[config.mk]
export PLATFORM = sky130hd
export DESIGN_NAME = tci_target
export DESIGN_NICKNAME = d
export VERILOG_FILES = /design/src/core/tci_pkg.sv /design/src/core/tci_sync.sv /design/src/core/tci_fifo.sv /design/src/core/tci_target.sv
export SDC_FILE = /design/constraint.sdc
export NUM_CORES = 1
export LEC_CHECK = 0
export BUFFER_PORTS_ARGS = -buffer_cell sky130_fd_sc_hd__buf_2
export CAP_MARGIN = 5
export CORE_UTILIZATION = 30
export CTS_BUF_LIST = sky130_fd_sc_hd__clkbuf_4 sky130_fd_sc_hd__clkbuf_8
export CTS_CLUSTER_SIZE = 20
export DETAILED_ROUTE_END_ITERATION = 10
export PLACE_DENSITY = 0.46
export SYNTH_ARGS = -nofsm -noshare
export SYNTH_HDL_FRONTEND = slang
export SYNTH_HIERARCHICAL = 1
export SYNTH_SLANG_ARGS = --single-unit
[constraint.sdc]
create_clock -name ref_clk_i -period 5.1 [get_ports ref_clk_i]
set_input_delay 0.51 -clock ref_clk_i [delete_from_list [all_inputs] [get_ports ref_clk_i]]
set_output_delay 0.51 -clock ref_clk_i [all_outputs]
set_load 0.1 [all_outputs]
[src/core/tci_pkg.sv]
/*
 Shared constants, carriers and state codes for the touch controller two-wire target port.
 Assumes one 20 MHz clock and a host that drives SCL and owns the bus.
*/
// Function
// Host starts every transfer; target only answers
// Host keeps bit rate at most 400 kbit/s
// Answer only the strap-selected address pair
// Host selects pair via reset/interrupt pin strap
// SDA falling while SCL high is start
// Matching address acknowledged low on ninth clock
// Mismatched address: no acknowledge, idle until start
// Byte is eight bits plus acknowledge slot
// Sample while SCL high, change while low
// SDA rising while SCL high ends transfer
// Write: address, pointer high, low, then data
// Pointer increments after each written data byte
// Host ends write burst with stop
// Read: set pointer, repeated start, read address
// Host acknowledges bytes, last gets NACK, stop
// Pointer advances per sent byte; NACK releases
// Drive SDA low only in ack/read bits
package tci_pkg;

    // Bus figures for timing math
    localparam int          CLK_HZ      = 20_000_000;
    localparam int          BUS_BPS_MAX = 400_000;

    // Address bytes with direction bit included
    localparam logic [7:0]  ADDR_WR_A   = 8'hBA;
    localparam logic [7:0]  ADDR_RD_A   = 8'hBB;
    localparam logic [7:0]  ADDR_WR_B   = 8'h28;
    localparam logic [7:0]  ADDR_RD_B   = 8'h29;

    // Bit counting within one byte frame
    localparam logic [3:0]  BIT_ZERO    = 4'h0;
    localparam logic [3:0]  BIT_STEP    = 4'h1;
    localparam logic [3:0]  BIT_LAST_RX = 4'h8;
    localparam logic [3:0]  BIT_LAST_TX = 4'h7;

    // Pointer reset and stride
    localparam logic [15:0] PTR_RST     = 16'h0000;
    localparam logic [15:0] PTR_STEP    = 16'h0001;

    // Strap capture runs past the filter delay, else a reset value is taken
    localparam logic [2:0]  STRAP_ZERO  = 3'h0;
    localparam logic [2:0]  STRAP_STEP  = 3'h1;
    localparam logic [2:0]  STRAP_WAIT  = 3'h5;

    // Write stream buffer shape
    localparam int          FIFO_DEPTH  = 8;
    localparam int          WORD_W      = 24;

    typedef struct packed {
        logic [15:0] addr;
        logic [7:0]  data;
    } tci_wr_word_type;

    typedef enum logic [5:0] {
        ST_IDLE   = 6'h01,
        ST_RX     = 6'h02,
        ST_RX_ACK = 6'h04,
        ST_TX     = 6'h08,
        ST_TX_ACK = 6'h10,
        ST_WAIT   = 6'h20
    } tci_state_type;

    typedef enum logic [3:0] {
        K_ADDR   = 4'h1,
        K_PTR_HI = 4'h2,
        K_PTR_LO = 4'h4,
        K_DATA   = 4'h8
    } tci_kind_type;

endpackage

[src/core/tci_sync.sv]
/*
 Three-stage pin synchroniser with an agreement filter.
 Assumes the input is asynchronous to ref_clk_i; output changes only when stages two and three agree.
*/
`timescale 1ns/1ps
module tci_sync #(
    parameter logic INIT = 1'b1
) (
    input  wire logic ref_clk_i,
    input  wire logic srst_i,
    input  wire logic pin_i,
    output wire logic level_o
);
    logic s1_r, s2_r, s3_r, filt_r;
    logic filt_nxt;

    // Filter only looks at the later stages; stage one feeds stage two alone
    always_comb
    begin
        filt_nxt = (s2_r == s3_r) ? s3_r : filt_r;
    end

    always_ff @(posedge ref_clk_i)
    begin
        if (srst_i)
        begin
            s1_r   <= INIT;
            s2_r   <= INIT;
            s3_r   <= INIT;
            filt_r <= INIT;
        end
        else
        begin
            s1_r   <= pin_i;
            s2_r   <= s1_r;
            s3_r   <= s2_r;
            filt_r <= filt_nxt;
        end
    end

    assign level_o = filt_r;
endmodule // tci_sync

[src/core/tci_fifo.sv]
/*
 Flip-flop FIFO with valid/ready on both sides.
 Assumes a single clock; full and empty follow the stored count exactly.
*/
`timescale 1ns/1ps
module tci_fifo #(
    parameter int WIDTH = tci_pkg::WORD_W,
    parameter int DEPTH = tci_pkg::FIFO_DEPTH
) (
    input  wire logic             ref_clk_i,
    input  wire logic             srst_i,
    input  wire logic             in_valid_i,
    output wire logic             in_ready_o,
    input  wire logic [WIDTH-1:0] in_data_i,
    output wire logic             out_valid_o,
    input  wire logic             out_ready_i,
    output wire logic [WIDTH-1:0] out_data_o
);
    localparam int AW = $clog2(DEPTH);

    logic [WIDTH-1:0] mem_r [DEPTH];
    logic [AW-1:0]    wp_r, wp_nxt, rp_r, rp_nxt;
    logic [AW:0]      cnt_r, cnt_nxt;
    logic             do_push, do_pop;

    // Pointer and count update; push and pop may coincide
    always_comb
    begin
        do_push = in_valid_i && in_ready_o;
        do_pop  = out_valid_o && out_ready_i;
        wp_nxt  = wp_r;
        rp_nxt  = rp_r;
        cnt_nxt = cnt_r;
        if (do_push)
        begin
            wp_nxt = (wp_r == AW'(DEPTH - 1)) ? '0 : wp_r + AW'(1);
        end
        if (do_pop)
        begin
            rp_nxt = (rp_r == AW'(DEPTH - 1)) ? '0 : rp_r + AW'(1);
        end
        if (do_push && !do_pop)
        begin
            cnt_nxt = cnt_r + (AW+1)'(1);
        end
        else if (do_pop && !do_push)
        begin
            cnt_nxt = cnt_r - (AW+1)'(1);
        end
    end

    always_ff @(posedge ref_clk_i)
    begin
        if (srst_i)
        begin
            wp_r  <= '0;
            rp_r  <= '0;
            cnt_r <= '0;
        end
        else
        begin
            wp_r  <= wp_nxt;
            rp_r  <= rp_nxt;
            cnt_r <= cnt_nxt;
        end
    end

    // Storage needs no reset; reads are gated by valid
    always_ff @(posedge ref_clk_i)
    begin
        if (do_push)
        begin
            mem_r[wp_r] <= in_data_i;
        end
    end

    assign in_ready_o  = (cnt_r != (AW+1)'(DEPTH));
    assign out_valid_o = (cnt_r != '0);
    assign out_data_o  = mem_r[rp_r];
endmodule // tci_fifo

[src/core/tci_target.sv]
/*
 Two-wire serial target port: start/stop detection, address match, pointer, write stream, reads.
 Assumes the host drives SCL slowly against ref_clk_i (at most 400 kbit/s, 50 edges per bit at 20 MHz),
 the wire level is resolved outside from sda_oe_o, and rd_data_i follows rd_addr_o combinationally.
*/
`timescale 1ns/1ps
module tci_target (
    input  wire logic                     ref_clk_i,
    input  wire logic                     srst_i,
    input  wire logic                     scl_i,
    input  wire logic                     sda_i,
    output wire logic                     sda_o,
    output wire logic                     sda_oe_o,
    input  wire logic                     addr_alt_i,
    output wire logic                     wr_valid_o,
    input  wire logic                     wr_ready_i,
    output wire tci_pkg::tci_wr_word_type wr_word_o,
    output wire logic [15:0]              rd_addr_o,
    input  wire logic [7:0]               rd_data_i,
    output wire logic                     rd_strobe_o,
    output wire logic                     busy_o
);
    ////////////////////////////////////////////////////////////////////////////////////////////
    // Pin synchronisers
    logic scl_f, sda_f, alt_f;

    tci_sync #(.INIT(1'b1)) u_sync_scl (
        .ref_clk_i (ref_clk_i),
        .srst_i    (srst_i),
        .pin_i     (scl_i),
        .level_o   (scl_f)
    );
    tci_sync #(.INIT(1'b1)) u_sync_sda (
        .ref_clk_i (ref_clk_i),
        .srst_i    (srst_i),
        .pin_i     (sda_i),
        .level_o   (sda_f)
    );
    tci_sync #(.INIT(1'b0)) u_sync_alt (
        .ref_clk_i (ref_clk_i),
        .srst_i    (srst_i),
        .pin_i     (addr_alt_i),
        .level_o   (alt_f)
    );

    ////////////////////////////////////////////////////////////////////////////////////////////
    // Edge history and strap capture
    logic       scl_d_r, scl_d_nxt, sda_d_r, sda_d_nxt;
    logic [2:0] strap_cnt_r, strap_cnt_nxt;
    logic       addr_alt_r, addr_alt_nxt;
    logic       scl_rise, scl_fall, start_evt, stop_evt;

    // Strap follows the synchroniser for five cycles after release, then holds the settled value
    always_comb
    begin
        scl_d_nxt     = scl_f;
        sda_d_nxt     = sda_f;
        strap_cnt_nxt = strap_cnt_r;
        addr_alt_nxt  = addr_alt_r;
        if (strap_cnt_r != tci_pkg::STRAP_WAIT)
        begin
            strap_cnt_nxt = strap_cnt_r + tci_pkg::STRAP_STEP;
            addr_alt_nxt  = alt_f;
        end
    end

    always_ff @(posedge ref_clk_i)
    begin
        if (srst_i)
        begin
            scl_d_r     <= 1'b1;
            sda_d_r     <= 1'b1;
            strap_cnt_r <= tci_pkg::STRAP_ZERO;
            addr_alt_r  <= 1'b0;
        end
        else
        begin
            scl_d_r     <= scl_d_nxt;
            sda_d_r     <= sda_d_nxt;
            strap_cnt_r <= strap_cnt_nxt;
            addr_alt_r  <= addr_alt_nxt;
        end
    end

    // Bus conditions on filtered levels
    assign scl_rise  = scl_f && !scl_d_r;
    assign scl_fall  = !scl_f && scl_d_r;
    assign start_evt = scl_f && scl_d_r && sda_d_r && !sda_f;
    assign stop_evt  = scl_f && scl_d_r && !sda_d_r && sda_f;

    ////////////////////////////////////////////////////////////////////////////////////////////
    // Protocol engine
    tci_pkg::tci_state_type state_r, state_nxt;
    tci_pkg::tci_kind_type  kind_r, kind_nxt;
    logic [3:0]             bit_r, bit_nxt;
    logic [7:0]             shreg_r, shreg_nxt;
    logic [15:0]            ptr_r, ptr_nxt;
    logic                   rw_r, rw_nxt;
    logic                   oe_r, oe_nxt;
    logic                   nack_r, nack_nxt;
    logic                   take_r, take_nxt;
    logic                   push, fifo_ready, addr_hit;
    logic [7:0]             sel_wr, sel_rd;

    assign sel_wr   = addr_alt_r ? tci_pkg::ADDR_WR_B : tci_pkg::ADDR_WR_A;
    assign sel_rd   = addr_alt_r ? tci_pkg::ADDR_RD_B : tci_pkg::ADDR_RD_A;
    assign addr_hit = (shreg_r == sel_wr) || (shreg_r == sel_rd);

    // Next state; stop beats start beats byte progress
    always_comb
    begin
        state_nxt = state_r;
        kind_nxt  = kind_r;
        bit_nxt   = bit_r;
        shreg_nxt = shreg_r;
        ptr_nxt   = ptr_r;
        rw_nxt    = rw_r;
        oe_nxt    = oe_r;
        nack_nxt  = nack_r;
        take_nxt  = 1'b0;
        push      = 1'b0;
        if (stop_evt)
        begin
            state_nxt = tci_pkg::ST_IDLE;
            oe_nxt    = 1'b0;
        end
        else if (start_evt)
        begin
            state_nxt = tci_pkg::ST_RX;
            kind_nxt  = tci_pkg::K_ADDR;
            bit_nxt   = tci_pkg::BIT_ZERO;
            oe_nxt    = 1'b0;
        end
        else
        begin
            unique case (state_r)
                tci_pkg::ST_IDLE, tci_pkg::ST_WAIT:
                begin
                    oe_nxt = 1'b0;
                end
                tci_pkg::ST_RX:
                begin
                    if (scl_rise)
                    begin
                        shreg_nxt = {shreg_r[6:0], sda_f};
                        bit_nxt   = bit_r + tci_pkg::BIT_STEP;
                    end
                    else if (scl_fall && bit_r == tci_pkg::BIT_LAST_RX)
                    begin
                        state_nxt = tci_pkg::ST_RX_ACK;
                        bit_nxt   = tci_pkg::BIT_ZERO;
                        oe_nxt    = 1'b1;
                        unique case (kind_r)
                            tci_pkg::K_ADDR:
                            begin
                                rw_nxt = shreg_r[0];
                                if (!addr_hit)
                                begin
                                    state_nxt = tci_pkg::ST_WAIT;
                                    oe_nxt    = 1'b0;
                                end
                            end
                            tci_pkg::K_PTR_HI: ptr_nxt = {shreg_r, ptr_r[7:0]};
                            tci_pkg::K_PTR_LO: ptr_nxt = {ptr_r[15:8], shreg_r};
                            tci_pkg::K_DATA:
                            begin
                                // Full buffer answers NACK rather than stretching SCL
                                if (fifo_ready)
                                begin
                                    push    = 1'b1;
                                    ptr_nxt = ptr_r + tci_pkg::PTR_STEP;
                                end
                                else
                                begin
                                    state_nxt = tci_pkg::ST_WAIT;
                                    oe_nxt    = 1'b0;
                                end
                            end
                        endcase
                    end
                end
                tci_pkg::ST_RX_ACK:
                begin
                    if (scl_fall)
                    begin
                        oe_nxt = 1'b0;
                        if (kind_r == tci_pkg::K_ADDR && rw_r)
                        begin
                            state_nxt = tci_pkg::ST_TX;
                            shreg_nxt = rd_data_i;
                            take_nxt  = 1'b1;
                            oe_nxt    = !rd_data_i[7];
                        end
                        else
                        begin
                            state_nxt = tci_pkg::ST_RX;
                            kind_nxt  = (kind_r == tci_pkg::K_ADDR)   ? tci_pkg::K_PTR_HI :
                                        (kind_r == tci_pkg::K_PTR_HI) ? tci_pkg::K_PTR_LO :
                                                                         tci_pkg::K_DATA;
                        end
                    end
                end
                tci_pkg::ST_TX:
                begin
                    // Data moves only on the falling edge, so SCL is low
                    if (scl_fall)
                    begin
                        if (bit_r == tci_pkg::BIT_LAST_TX)
                        begin
                            state_nxt = tci_pkg::ST_TX_ACK;
                            oe_nxt    = 1'b0;
                            ptr_nxt   = ptr_r + tci_pkg::PTR_STEP;
                        end
                        else
                        begin
                            shreg_nxt = {shreg_r[6:0], 1'b0};
                            bit_nxt   = bit_r + tci_pkg::BIT_STEP;
                            oe_nxt    = !shreg_r[6];
                        end
                    end
                end
                tci_pkg::ST_TX_ACK:
                begin
                    if (scl_rise)
                    begin
                        nack_nxt = sda_f;
                    end
                    else if (scl_fall)
                    begin
                        bit_nxt = tci_pkg::BIT_ZERO;
                        if (nack_r)
                        begin
                            state_nxt = tci_pkg::ST_WAIT;
                        end
                        else
                        begin
                            state_nxt = tci_pkg::ST_TX;
                            shreg_nxt = rd_data_i;
                            take_nxt  = 1'b1;
                            oe_nxt    = !rd_data_i[7];
                        end
                    end
                end
            endcase
        end
    end

    always_ff @(posedge ref_clk_i)
    begin
        if (srst_i)
        begin
            state_r <= tci_pkg::ST_IDLE;
            kind_r  <= tci_pkg::K_ADDR;
            bit_r   <= tci_pkg::BIT_ZERO;
            shreg_r <= 8'h00;
            ptr_r   <= tci_pkg::PTR_RST;
            rw_r    <= 1'b0;
            oe_r    <= 1'b0;
            nack_r  <= 1'b0;
            take_r  <= 1'b0;
        end
        else
        begin
            state_r <= state_nxt;
            kind_r  <= kind_nxt;
            bit_r   <= bit_nxt;
            shreg_r <= shreg_nxt;
            ptr_r   <= ptr_nxt;
            rw_r    <= rw_nxt;
            oe_r    <= oe_nxt;
            nack_r  <= nack_nxt;
            take_r  <= take_nxt;
        end
    end

    ////////////////////////////////////////////////////////////////////////////////////////////
    // Write stream buffer
    tci_pkg::tci_wr_word_type push_word;
    assign push_word = '{addr: ptr_r, data: shreg_r};

    tci_fifo #(.WIDTH(tci_pkg::WORD_W), .DEPTH(tci_pkg::FIFO_DEPTH)) u_wr_fifo (
        .ref_clk_i   (ref_clk_i),
        .srst_i      (srst_i),
        .in_valid_i  (push),
        .in_ready_o  (fifo_ready),
        .in_data_i   (push_word),
        .out_valid_o (wr_valid_o),
        .out_ready_i (wr_ready_i),
        .out_data_o  (wr_word_o)
    );

    // Open drain: the driven level is always low
    assign sda_o       = 1'b0;
    assign sda_oe_o    = oe_r;
    assign rd_addr_o   = ptr_r;
    assign rd_strobe_o = take_r;
    assign busy_o      = (state_r != tci_pkg::ST_IDLE);
endmodule // tci_target

==> run_results.csv <==
group,metric,value,unit
floorplanning,initial_core_util,0.306,
drt,drt-initial-drc-count,361,
layout,drive_gt1_frac,0.287,
synth,synth_seq_cells,265,
layout,fillerInstances,3571,
setup_path,cp_max_fo,16,
setup_path,max_stage_delay,0.54,ns
floorplanning,die_area,38300,sq um
min_path,hold_depth,2,
layout,n_antenna_cell,0,
setup_path,cpLargestDelayFamily,"simple AND/OR/NAND/NOR gates",
place,routabilityCongestion,0.832,
drt,viasPerCell,5.00,
sta,slew_violations,0,
setup_path,rr_worst_depth,12,
sta,fin_crit,3.51,ns
layout,final_cell_mix,"edfxtp_1 (192), dfxtp_1 (70), nand2_1 (57), buf_2 (57), clkbuf_8 (51)",
synth,syn_inst,754,
global_routing,first_global_vias,6838,
sta,finClkSkew,0.0178,ns
layout,layout_commonest_cell,"edfxtp_1",
layout,finish.net_count,865,
clock_tree,cts_buffer_depth,3,
clock_tree,cts_resized,0,
clock_tree,cts_tree,"done",
setup_path,cp-end-kind,"flop",
floorplanning,die_w,196,um
synth,synth_largest_area_cell,"edfxtp_1",
drt,ant_nets,0,
sta,worstMarginPinSlew,0.966,ns
synth,synth.distinct_cells,81,
place,dp_cells,1258,
synth,syn_nets,781,
clock_tree,hold_buffers,0,
pwr,p_total,0.00425,W
clock_tree,clock_sinks,265,
setup_path,worstPathRequired,5.55,ns
setup_path,arrival,3.96,ns
synth,ys_warn_count,6,
floorplanning,rows,70,
clock_tree,clock_latency,0.57,ns
sta,relSlewSlack,0.353,
setup_path,worstPathCellList,"nor4_4 > nand2_1 > nor4_1 > nand2_2 > inv_2 > ha_1 > inv_1 > ha_1 > a21oi_1 > a211oi_1 > a31oi_1 > mux2_2",
drt,drcViolationCount,0,
place,numPortBuffers,57,
layout,final_cells,1340,
synth,synth_top_flop_cell,"edfxtp_1",
synth,synth.area.top_cells,"edfxtp_1 (51%), dfxtp_1 (13%), mux4_2 (9.6%), nand2_1 (1.9%), nor2_1 (1.6%)",
sta,rsz0062_at_grt,"false",
synth,avgSynthCellArea,14.9,sq um
pwr,p_comb_frac,0.008,
pwr,p_leak,4.27,nW
setup_path,crit_buf_inv,2,
setup_path,crit_type,"flop to flop",
min_path,hp-class,"primary input to flop",
global_routing,grt_pass1_wl,41600,um
global_routing,grt_max_degree,65,
sta,hold_viol,0,
global_routing,grt_usage,0.143,
clock_tree,numCtsBuffers,46,
layout,syn2layout_area_growth,15.3,%
synth,ys_seq_area_frac,0.642,
place,hpwlAfterDp,16300,um
drt,wl,26700,um
sta,fmax,285,MHz
setup_path,cpMaxStageDelayCell,"nor4_4",
sta,fin_setup_tns,0,ns
pwr,ir_worst_vdd,0.000292,V
floorplanning,core-area,36800,sq um
pwr,seqPwrFrac,0.538,
global_routing,antenna_found_initial,0,
synth,syn_area,11300,sq um
floorplanning,dieHeight,196,um
sta,finalCritPeriodShare,0.689,
floorplanning,io_pins,59,
job,drv_cap,0,
setup_path,path_common_cell,"ha_1",
clock_tree,cts_setup_buffers,0,
sta,setup_viol,0,
synth,async_flop_share,0,
pwr,switchingPower,0.000865,W
drt,firstDrtPassIters,5,
pwr,clkPwrFrac,0.454,
drt,num_vias,6703,
clock_tree,h-tree-depth,2,
clock_tree,root_buffer,"clkbuf_8",
drt,avgRoutedWirePerCell,20.0,um
setup_path,cp.depth,12,
pwr,swShare,0.203,
status,status,"complete, no violations",
synth,yosysTopAreaCellShare,0.512,
clock_tree,path_clk_slew,0.05,ns
pwr,power_density,328,nW/um^2
pwr,intPower,0.00339,W
synth,synth_edf_count,192,
global_routing,overflow,0,
setup_path,startpoint_type,"flop",
==> power by group through the flow <==
stage          clock network (W)  registers (W)  logic [W]
2_1_floorplan                  0        0.00233  0.0000211
3_3_place_gp                   0        0.00233  0.0000335
3_5_place_dp                   0        0.00233  0.0000334
4_1_cts                  0.00200        0.00229  0.0000336
5_1_grt                  0.00210        0.00229  0.0000365
6_report                 0.00193        0.00229  0.0000328
==> cells in the mapped netlist, drive strengths merged (2+ instances only) <==
cell     instances
mux2            25
o31ai            5
nand3           16
or3b             2
nor2b           11
inv             12
nor4b            4
o22ai            3
clkbuf          11
edfxtp         192
a211oi          15
a22oi            7
a32oi            2
and3             4
xnor2            9
or4b             5
o2bb2ai          3
o21bai           2
o211ai           2
ha              12
nand2           59
a311oi           2
nor3            19
nand2b           5
mux2i           15
o311ai           2
or2              7
o32ai            4
dfxtp           73
a21oi           33
nand3b           2
nor2            51
or3              8
xor2             3
nand4            3
o21ai           13
or4              4
a2111oi          2
buf             24
nor4             8
a31oi            4
a221oi           5
mux4            48
==> state kept, by name, summed over array words and instances, names as in the netlist, 3 cells and up, named ones only <==
signal	count
u_wr_fifo/mem_r	192
rd_addr_o	16
shreg_r	8
state_r	6
bit_r	4
kind_r	4
u_wr_fifo/cnt_r	4
strap_cnt_r	3
u_wr_fifo/rp_r	3
u_wr_fifo/wp_r	3
==> final cells by class <==
type	count	area [sq um]	area share
Clock inverter	14	93.8	0.00723
Inverter	12	45.0	0.00347
Clock buffer	68	830	0.0639
Tap cell	468	586	0.0451
Sequential cell	265	7240	0.557
Multi-Input combinational cell	442	3800	0.293
Timing Repair Buffer	71	390	0.0301
==> per-layer routing <==
| metal | global-route usage | up-vias | share of wire |
|---|---|---|---|
| li1 | - | 3128 | - |
| met2 | 0.223 | 181 | 0.45 |
| met5 | 0 | - | 0 |
| met1 | 0.196 | 3341 | 0.46 |
| met3 | 0.0308 | 53 | 0.055 |
| met4 | 0.0550 | 0 | 0.031 |
==> metrics by stage <==
step / setup slack, ns / util / hold slack (ns) / instance area (sq um)
finish: 1.59 / 0.353 / 0.128 / 13000
floorplan: 0.793 / - / 0.385 / 11300
global route: 1.33 / 0.353 / 0.0897 / 13000
global placement: 1.70 / 0.328 / 0.391 / 12100
detailed placement: 1.64 / 0.328 / 0.394 / 12100
CTS: 1.44 / 0.353 / 0.0851 / 13000
==> final timing paths <==
kind,startpoint,endpoint,slack [ns]
worst max-delay path,state_r[4],u_wr_fifo/cnt_r[3],1.59
worst min-delay path,sda_i,u_sync_sda/s1_r,0.13
worst max register to register,state_r[4],u_wr_fifo/cnt_r[3],1.59
worst min register to register,u_sync_sda/s1_r,u_sync_sda/s2_r,0.40
==> cell families (layout without fill, tap and decap cells) <==
logic type / after synthesis / count (layout) / share of synthesized area
mux: 88 / 88 / 0.138
buf+inv: 47 / 165 / 0.0240
fa+ha+maj: 13 / 13 / 0.0151
other cells: 1 / 1 / 0.000333
flops: 265 / 265 / 0.642
simple gates: 213 / 213 / 0.0979
compound gates: 115 / 115 / 0.0727
xor+xnor: 12 / 12 / 0.0100
==> worst register-to-register path, delay by kind of cell (launching register included) <==
kind,cells,cell delay [ns]
compound gates,3,0.49
fa+ha+maj,2,0.51
buf+inv,2,0.24
flops,1,0.48
mux,1,0.35
simple gates,4,1.35
(Power assumes the default switching activity.)
